## src/css_pkg.sv

```systemverilog
// constants, field layout and carrier types of the clock source switcher
// assumes one 25 MHz system clock, synchronous active-high reset, 16-bit register port
//
// Behaviour
// - six-bit signed rc trim code, 011111 fastest, 100000 slowest, zero centre
// - switching allowed only when switch monitor config is 00; 1x disables it
// - switching disabled: next source ignored, current source follows power-up config
// - switching disabled: switch request held at zero, writes have no effect
// - four sources selectable; primary submode fixed by configuration only
// - high byte needs 78h then 9Ah, then next write only is accepted
// - low byte needs 46h then 57h, then next write only is accepted
// - setting switch request starts a switch to the next source
// - equal current and next source: clear request, abort without change
// - valid switch clears pll lock status and clock fail flag
// - enable target source and wait for its start-up to finish
// - pll target: wait for pll lock status before going on
// - count ten new-clock cycles, then move system clock glitch-free
// - on completion clear request and copy next source into current source
// - old source off, except low-power rc for monitors, secondary when enabled
// - processor keeps running on old clock until the changeover

package css_pkg;

	// register port addresses
	localparam logic [1:0] ADDR_CTRL_LO = 2'h0;
	localparam logic [1:0] ADDR_CTRL_HI = 2'h1;
	localparam logic [1:0] ADDR_CTRL = 2'h2;
	localparam logic [1:0] ADDR_FRC_TUNE = 2'h3;

	// unlock keys, index 0 low byte, index 1 high byte
	localparam logic [7:0] KEY1_LO = 8'h46;
	localparam logic [7:0] KEY2_LO = 8'h57;
	localparam logic [7:0] KEY1_HI = 8'h78;
	localparam logic [7:0] KEY2_HI = 8'h9A;

	// control register bit positions
	localparam int CUR_LSB = 12;
	localparam int NEXT_LSB = 8;
	localparam int LOCK_BIT = 5;
	localparam int FAIL_BIT = 3;
	localparam int SEC_EN_BIT = 1;
	localparam int REQ_BIT = 0;

	// source codes of the current and next source fields
	localparam logic [2:0] CODE_FRC = 3'h0;
	localparam logic [2:0] CODE_FRC_PLL = 3'h1;
	localparam logic [2:0] CODE_PRI = 3'h2;
	localparam logic [2:0] CODE_PRI_PLL = 3'h3;
	localparam logic [2:0] CODE_SEC = 3'h4;
	localparam logic [2:0] CODE_LOWPOWER_RC_OSC = 3'h5;

	// oscillator enable / tick indices
	localparam logic [1:0] SRC_FRC = 2'h0;
	localparam logic [1:0] SRC_PRI = 2'h1;
	localparam logic [1:0] SRC_SEC = 2'h2;
	localparam logic [1:0] SRC_LOWPOWER_RC_OSC = 2'h3;

	localparam logic [1:0] CFG_SWITCH_ON = 2'h0;
	localparam logic [5:0] TRIM_RESET = 6'h00;
	localparam int NEW_CLK_WAIT_CYCLES = 10;

	// configuration word fields, fixed while running
	typedef struct packed {
		logic [1:0] switch_monitor_cfg;
		logic [2:0] powerup_source_cfg;
		logic [1:0] primary_submode_cfg;
		logic watchdog_en;
	} css_cfg_s;

	function automatic logic [1:0] css_src_idx(input logic [2:0] code);
		css_src_idx = (code == CODE_SEC) ? SRC_SEC :
			(code == CODE_LOWPOWER_RC_OSC) ? SRC_LOWPOWER_RC_OSC :
			(code == CODE_PRI || code == CODE_PRI_PLL) ? SRC_PRI : SRC_FRC;
	endfunction

	function automatic logic css_is_pll(input logic [2:0] code);
		css_is_pll = (code == CODE_FRC_PLL) || (code == CODE_PRI_PLL);
	endfunction

	function automatic logic css_code_ok(input logic [2:0] code);
		css_code_ok = (code <= CODE_LOWPOWER_RC_OSC);
	endfunction

endpackage

```

## src/css_switch.sv

```systemverilog
// clock source switching controller with rc trim register
// assumes oscillator ticks, stable flags and pll lock are synchronous to clock_in
//
// The plain strobed port and the placing of the registers were left to the implementer.
`timescale 1ns/1ns
`default_nettype none

module css_switch (
	input wire logic clock_in,
	input wire logic sys_rst_in,
	input wire css_pkg::css_cfg_s cfg_in,
	input wire logic [1:0] addr_in,
	input wire logic [15:0] wdata_in,
	input wire logic wr_in,
	input wire logic rd_in,
	input wire logic [3:0] src_tick_in,
	input wire logic [3:0] src_stable_in,
	input wire logic pll_lock_in,
	input wire logic clock_fail_in,
	output logic [15:0] rdata_out,
	output logic [3:0] osc_enable_out,
	output logic pll_enable_out,
	output logic [2:0] sys_clk_sel_out,
	output logic [5:0] rc_trim_code_out,
	output logic switch_busy_out
);

	typedef enum logic [5:0] {
		ST_IDLE = 6'b000001,
		ST_CHECK = 6'b000010,
		ST_WAIT_RDY = 6'b000100,
		ST_WAIT_PLL = 6'b001000,
		ST_COUNT = 6'b010000,
		ST_DONE = 6'b100000
	} css_state_e;

	css_state_e state_q, state_d;
	logic [2:0] cur_q, next_q;
	logic req_q, lock_q, fail_q, sec_en_q;
	logic [5:0] trim_q;
	logic [3:0] osc_en_q, osc_en_d;
	logic [1:0] unl_q [2], unl_d [2];
	logic [1:0] open_w;

	////////////////////////////////////////////////////////////////////////
	// decode
	logic sw_en, any_strobe, wr_hi_ok, wr_lo_ok, tgt_pll, tgt_stable;
	logic count_start, count_done, accept, keep_lowpower_rc_osc;
	logic [1:0] tgt_idx, old_idx;
	logic [15:0] ctrl_word, rdata_d;

	assign sw_en = (cfg_in.switch_monitor_cfg == css_pkg::CFG_SWITCH_ON);
	assign any_strobe = wr_in | rd_in;
	assign tgt_idx = css_pkg::css_src_idx(next_q);
	assign old_idx = css_pkg::css_src_idx(cur_q);
	assign tgt_pll = css_pkg::css_is_pll(next_q);
	assign tgt_stable = src_stable_in[tgt_idx];
	// monitor runs whenever switching is configured on
	assign keep_lowpower_rc_osc = cfg_in.watchdog_en | sw_en;
	assign accept = (state_q == ST_CHECK) && (cur_q != next_q) && css_pkg::css_code_ok(next_q);
	// an unlocked byte takes exactly the next access
	assign wr_lo_ok = wr_in && (addr_in == css_pkg::ADDR_CTRL_LO) && open_w[0];
	assign wr_hi_ok = wr_in && (addr_in == css_pkg::ADDR_CTRL_HI) && open_w[1];

	////////////////////////////////////////////////////////////////////////
	// unlock trackers, byte 0 low, byte 1 high
	for (genvar g = 0; g < 2; g++) begin : g_unlock
		localparam logic [1:0] BYTE_ADDR = (g == 0) ? css_pkg::ADDR_CTRL_LO : css_pkg::ADDR_CTRL_HI;
		localparam logic [7:0] K1 = (g == 0) ? css_pkg::KEY1_LO : css_pkg::KEY1_HI;
		localparam logic [7:0] K2 = (g == 0) ? css_pkg::KEY2_LO : css_pkg::KEY2_HI;
		logic own_wr;
		assign own_wr = wr_in && (addr_in == BYTE_ADDR);
		assign open_w[g] = (unl_q[g] == 2'h2);
		// two keys back to back, any other access restarts
		assign unl_d[g] = !any_strobe ? unl_q[g] :
			(own_wr && unl_q[g] == 2'h1 && wdata_in[7:0] == K2) ? 2'h2 :
			(own_wr && wdata_in[7:0] == K1 && unl_q[g] != 2'h2) ? 2'h1 : 2'h0;
		always_ff @(posedge clock_in) begin
			if (sys_rst_in) begin
				unl_q[g] <= 2'h0;
			end else begin
				unl_q[g] <= unl_d[g];
			end
		end
	end

	////////////////////////////////////////////////////////////////////////
	// switch sequencer
	// state decode kept combinational; the old clock stays selected throughout
	always_comb begin
		state_d = state_q;
		case (state_q)
			ST_IDLE: begin
				// a set request starts the sequence
				if (req_q) begin
					state_d = ST_CHECK;
				end
			end
			ST_CHECK: state_d = accept ? ST_WAIT_RDY : ST_IDLE;
			ST_WAIT_RDY: begin
				// wait for start-up timer or oscillator stable
				if (tgt_stable) begin
					state_d = tgt_pll ? ST_WAIT_PLL : ST_COUNT;
				end
			end
			ST_WAIT_PLL: begin
				// hold until the pll reports lock
				if (lock_q) begin
					state_d = ST_COUNT;
				end
			end
			ST_COUNT: begin
				if (count_done) begin
					state_d = ST_DONE;
				end
			end
			ST_DONE: state_d = ST_IDLE;
			default: state_d = ST_IDLE;
		endcase
	end

	assign count_start = (state_d == ST_COUNT) && (state_q != ST_COUNT);
	// ten ticks of the new source before changeover
	css_tick_count #(
		.TICKS(css_pkg::NEW_CLK_WAIT_CYCLES)
	) u_tick_count (
		.clock_in(clock_in),
		.sys_rst_in(sys_rst_in),
		.start_in(count_start),
		.tick_in(src_tick_in[tgt_idx]),
		.done_out(count_done)
	);

	// after changeover only the new source and the exempt ones stay on
	always_comb begin
		osc_en_d = osc_en_q;
		if (state_q == ST_CHECK && accept) begin
			osc_en_d[tgt_idx] = 1'b1;
		end else if (state_q == ST_DONE) begin
			osc_en_d = 4'h0;
			osc_en_d[css_pkg::SRC_LOWPOWER_RC_OSC] = osc_en_q[css_pkg::SRC_LOWPOWER_RC_OSC] & keep_lowpower_rc_osc;
			osc_en_d[css_pkg::SRC_SEC] = osc_en_q[css_pkg::SRC_SEC] & sec_en_q;
			// target last, so an exempt-source rule cannot switch it off
			osc_en_d[tgt_idx] = 1'b1;
		end else if (!sw_en) begin
			osc_en_d = 4'h0;
			osc_en_d[css_pkg::css_src_idx(cfg_in.powerup_source_cfg)] = 1'b1;
		end else begin
			// the source the system runs on is never left off
			osc_en_d[old_idx] = 1'b1;
		end
		if (sec_en_q) begin
			osc_en_d[css_pkg::SRC_SEC] = 1'b1;
		end
	end

	always_ff @(posedge clock_in) begin
		if (sys_rst_in) begin
			state_q <= ST_IDLE;
			osc_en_q <= 4'h0;
		end else begin
			state_q <= state_d;
			osc_en_q <= osc_en_d;
		end
	end

	////////////////////////////////////////////////////////////////////////
	// source fields and request
	// current source follows configuration while switching is off
	always_ff @(posedge clock_in) begin
		if (sys_rst_in) begin
			cur_q <= cfg_in.powerup_source_cfg;
			next_q <= cfg_in.powerup_source_cfg;
		end else if (!sw_en) begin
			cur_q <= cfg_in.powerup_source_cfg;
			next_q <= cfg_in.powerup_source_cfg;
		end else begin
			// copy next into current at changeover
			if (state_q == ST_DONE) begin
				cur_q <= next_q;
			end
			// only the source code is writable, never the submode
			if (wr_hi_ok && state_q == ST_IDLE && !req_q) begin
				next_q <= wdata_in[css_pkg::NEXT_LSB - 8 +: 3];
			end
		end
	end

	// request held low when switching is disabled
	always_ff @(posedge clock_in) begin
		if (sys_rst_in || !sw_en) begin
			req_q <= 1'b0;
		end else if ((state_q == ST_CHECK && !accept) || state_q == ST_DONE) begin
			// hardware clears request on abort or success
			req_q <= 1'b0;
		end else if (wr_lo_ok && wdata_in[css_pkg::REQ_BIT]) begin
			req_q <= 1'b1;
		end
	end

	// lock and fail flags cleared on a valid switch; a fresh clock fail wins, a fresh lock does not
	always_ff @(posedge clock_in) begin
		if (sys_rst_in) begin
			lock_q <= 1'b0;
			fail_q <= 1'b0;
			sec_en_q <= 1'b0;
		end else begin
			lock_q <= pll_enable_out & pll_lock_in & ~accept;
			if (clock_fail_in && sw_en) begin
				fail_q <= 1'b1;
			end else if (accept || (wr_lo_ok && !wdata_in[css_pkg::FAIL_BIT])) begin
				fail_q <= 1'b0;
			end
			if (wr_lo_ok) begin
				sec_en_q <= wdata_in[css_pkg::SEC_EN_BIT];
			end
		end
	end

	////////////////////////////////////////////////////////////////////////
	// trim register and read port
	// signed trim code, zero is the centre frequency
	always_ff @(posedge clock_in) begin
		if (sys_rst_in) begin
			trim_q <= css_pkg::TRIM_RESET;
		end else if (wr_in && addr_in == css_pkg::ADDR_FRC_TUNE) begin
			trim_q <= wdata_in[5:0];
		end
	end

	assign ctrl_word = {1'b0, cur_q, 1'b0, next_q, 2'h0, lock_q, 1'b0, fail_q, 1'b0,
		sec_en_q, req_q};
	// read data exist only in the cycle after the strobe
	assign rdata_d = !rd_in ? 16'h0000 :
		(addr_in == css_pkg::ADDR_CTRL) ? ctrl_word :
		(addr_in == css_pkg::ADDR_CTRL_HI) ? {8'h00, ctrl_word[15:8]} :
		(addr_in == css_pkg::ADDR_CTRL_LO) ? {8'h00, ctrl_word[7:0]} :
		{10'h000, trim_q};

	// system clock selection moves only at the changeover
	always_ff @(posedge clock_in) begin
		if (sys_rst_in) begin
			rdata_out <= 16'h0000;
			sys_clk_sel_out <= 3'h0;
			pll_enable_out <= 1'b0;
			switch_busy_out <= 1'b0;
		end else begin
			rdata_out <= rdata_d;
			sys_clk_sel_out <= (state_q == ST_DONE) ? next_q : cur_q;
			pll_enable_out <= css_pkg::css_is_pll(cur_q) |
				(tgt_pll & (state_q != ST_IDLE) & (state_q != ST_CHECK));
			switch_busy_out <= (state_d != ST_IDLE);
		end
	end

	assign osc_enable_out = osc_en_q;
	assign rc_trim_code_out = trim_q;
endmodule // css_switch

`default_nettype wire

```

## src/css_tick_count.sv

```systemverilog
// counter of new-source clock ticks before a changeover
// assumes tick_in is a one-cycle pulse per new-source cycle, synchronous to clock_in
`timescale 1ns/1ns
`default_nettype none

module css_tick_count #(
	parameter int TICKS = css_pkg::NEW_CLK_WAIT_CYCLES
) (
	input wire logic clock_in,
	input wire logic sys_rst_in,
	input wire logic start_in,
	input wire logic tick_in,
	output logic done_out
);

	logic [4:0] cnt_q;
	logic [4:0] cnt_d;
	logic run_q;
	logic last_tick;

	// final tick of the run ends it with a one-cycle done
	assign last_tick = run_q && tick_in && (cnt_q == 5'(TICKS - 1));
	assign cnt_d = start_in ? 5'h00 : (run_q && tick_in) ? cnt_q + 5'h01 : cnt_q;

	always_ff @(posedge clock_in) begin
		if (sys_rst_in) begin
			cnt_q <= 5'h00;
			run_q <= 1'b0;
			done_out <= 1'b0;
		end else begin
			cnt_q <= cnt_d;
			run_q <= start_in | (run_q & ~last_tick);
			done_out <= last_tick;
		end
	end

endmodule // css_tick_count

`default_nettype wire

```

## config.mk

```make
export PLATFORM = sky130hd
export DESIGN_NAME = css_switch
export DESIGN_NICKNAME = d
export VERILOG_FILES = /design/src/css_pkg.sv /design/src/css_switch.sv /design/src/css_tick_count.sv
export SDC_FILE = /design/constraint.sdc
export NUM_CORES = 1
export LEC_CHECK = 0
export BUFFER_PORTS_ARGS = -buffer_cell sky130_fd_sc_hd__buf_2
export CAP_MARGIN = 30
export CORE_UTILIZATION = 28
export CTS_BUF_LIST = sky130_fd_sc_hd__clkbuf_4 sky130_fd_sc_hd__clkbuf_8 sky130_fd_sc_hd__clkbuf_16
export DETAILED_ROUTE_END_ITERATION = 7
export GPL_ROUTABILITY_DRIVEN = 0
export PLACE_DENSITY_LB_ADDON = 0.2
export SETUP_SLACK_MARGIN = 0.02
export SYNTH_ARGS = -nofsm -noshare
export SYNTH_HDL_FRONTEND = slang
export SYNTH_HIERARCHICAL = 1
export SYNTH_SLANG_ARGS = --single-unit
```

## constraint.sdc

```tcl
create_clock -name clock_in -period 3.6 [get_ports clock_in]
set_input_delay 0.36 -clock clock_in [delete_from_list [all_inputs] [get_ports clock_in]]
set_output_delay 0.36 -clock clock_in [all_outputs]
set_load 0.02 [all_outputs]
```

==> run metrics <==
outcome complete, no violations; WL/cell 14.0 µm; Num CTS Buffers 5; Post-Place Setup Slack 1.12 ns; crit-path max FO 14; via count 2,278; layout net count 392; Syn-to-layout area delta 17.8%; final worst slack 1.11 ns; H-Tree Depth 2; PwrDens 372 mW/mm²; Min Hold Slack 0.274 ns; top cells by area, synth dfxtp_1 (39%), mux2i_1 (6.0%), nor2_1 (4.6%); Max VDD drop 174 µV; most frequent cell after synthesis dfxtp_1; Synth Warn # 6; LEAKAGE 1.31 nW; asr flop ratio synth 0%; first-pass GRT wire length 10,800 µm; area fraction of the dominant cell type after synthesis 38.8%; initial antenna violation count 0; post-synth top area cell dfxtp_1; # diodes 0; clock skew 0.0110 ns; fin area 0.00317 mm²; Longest Clk Path Bufs 2; Worst setup SP type flop; TritonRoute pass-1 iters 4; post-CTS setup buffer count 0; Gate Count Post-Synth 297; MaxCap Viol Count 0; Commonest cells post-synth dfxtp_1 (52), nor2_1 (33), nand2_1 (28), mux2i_1 (16), a21oi_1 (15); std cell rows 35; Core Box Area 0.00928 mm²; Post-Syn Area 0.00269 mm²; Post-CTS Resized 0; Design Power 1.18 mW; Total Neg Setup Slack 0 ns; Avg Cell Area, Syn 9.04 µm²; CP Class reg -> reg; hold buffer count at CTS 0; final worst path period share 69.3%; First DRT Iteration DRCs 71; Relative slew margins 48.2%; global route overflow 0; die height 100 µm; fmax 0.401 GHz; slew of the pin with the lowest slew margin 0.777 ns; largest net degree at the start of global routing 39; TritonCTS clock tree built; initial core utilization 28.9%; clk_lat worst skew 0.31 ns; CP Data Required Time 3.83 ns; DRT antenna net count 0; Yosys reg bits 55; IO Pins 71; Final Hold Vio Count 0; Final setup viols 0; Post-synth EDFFs 3; layout cells sized above 1 25.1%; Area after DPL 0.00307 mm²; final wirelength 6740 µm; die extent in x 100 µm; Synth cell types 59; DR vias/cell 4.75; final routed DRC violation total 0; crit path DAT 2.73 ns; top_reg_cell synth dfxtp_1; crit end category flop; Hold Path Class in -> reg; Worst-path clk slew 0.10 ns; via count of the first global-routing pass 2,143; Period minus WS final 2.49 ns; GRT Util Overall 14.0%; register area share after synthesis 42.1%; PortBufs 57; die area 0.00999 mm²; HPWL Detailed 5050 µm; CTS root buf clkbuf_8; RSZ-0062 raised after global routing no; Clock Sinks 55; Slew Viols, Final 0
-- final cells by class --
type	instances	area, µm²
sequential	55	1130
fill	1023	6120
tap	129	161
clock inverter	3	23.8
inverter	5	18.8
timing repair buffer	59	300
multi-input combinational	224	1460
clock buffer	5	68.8
-- worst paths after layout --
kind,start,end,slack (ns),cells past startpoint
setup / recovery,next_q[1]$_DFFE_PP_,u_tick_count/cnt_q[3]$_SDFFE_PP0P_,1.11,7
hold / removal,pll_lock_in,lock_q$_SDFF_PP0_,0.27,3
setup reg to reg,next_q[1]$_DFFE_PP_,u_tick_count/cnt_q[3]$_SDFFE_PP0P_,1.11,7
hold reg to reg,pll_enable_out$_SDFF_PP0_,lock_q$_SDFF_PP0_,0.45,2
-- stage by stage --
step | cells | util (%)
6_report | 480 | 34.1
5_1_grt | 480 | 34.1
3_3_place_gp | 472 | 33.1
4_1_cts | 480 | 34.1
2_1_floorplan | 299 | -
3_5_place_dp | 472 | 33.1
-- power breakdown --
part	internal (mW)	leakage, nW	switching (mW)
combinational	0.0633	0.813	0.0998
clock	0.141	0.0461	0.217
sequential	0.632	0.454	0.0227
total	0.837	1.31	0.340
-- worst max-delay path: stages, from the launching register on --
cell,delay (ns)
edfxtp_1,0.70
or3b_2,0.49
o221ai_1,0.14
nor2_1,0.09
a21oi_1,0.21
a31oi_1,0.17
or3_1,0.43
o31ai_1,0.18
-- registers in the layout, indices dropped and copies added, names as in the netlist, 3 cells and up --
register and count:
u_tick_count/cnt_q 5, next_q 3, sys_clk_sel_out 3, cur_q 3, rdata_out 13, osc_enable_out 4
state_q 6, unl_q 4, rc_trim_code_out 6
-- cell families after synthesis --
kind of cell / count (synthesis) / share of synthesized area, %
flip-flops: 55 / 42.1
XOR/XNOR: 7 / 2.56
adder cells (fa/ha/maj): 2 / 0.931
multiplexers: 17 / 6.38
buffers and inverters: 20 / 3.77
AO/OA/AOI/OAI: 58 / 16.3
AND/OR/NAND/NOR: 137 / 27.8
other: 1 / 0.140
-- per-layer routing --
metal  vias up  part of all wire (%)  GRT usage (%)  routed length [µm]
met4         0                  0.80           4.41                  54
met5         -                     0              0                   0
li1       1154                     -              -                   -
met2        46                    44           21.5                2960
met1      1076                    52           19.6                3490
met3         2                   3.5           2.79                 237
-- cells in the final DEF (no fill, tap or decap), types with 2 or more instances in the layout --
cell type / n
xor2_1: 5
nand3_1: 10
nor4_1: 2
conb_1: 3
edfxtp_1: 3
a211oi_1: 3
nor3_1: 12
and2_1: 6
nand2b_1: 11
a211oi_4: 2
nor4b_1: 2
a21oi_1: 15
o211ai_1: 4
ha_1: 2
nand2_1: 28
inv_1: 5
nand3b_1: 4
nor3b_1: 5
or3_1: 4
and3_1: 3
clkbuf_8: 5
o21ai_0: 13
a211oi_2: 3
o31ai_1: 2
nor2_1: 33
a221oi_1: 2
buf_2: 57
buf_4: 2
o21ai_2: 3
mux2i_1: 16
nand4b_1: 3
dfxtp_1: 52
nor2b_1: 4
Note: power is estimated with default switching activity, not from simulation.
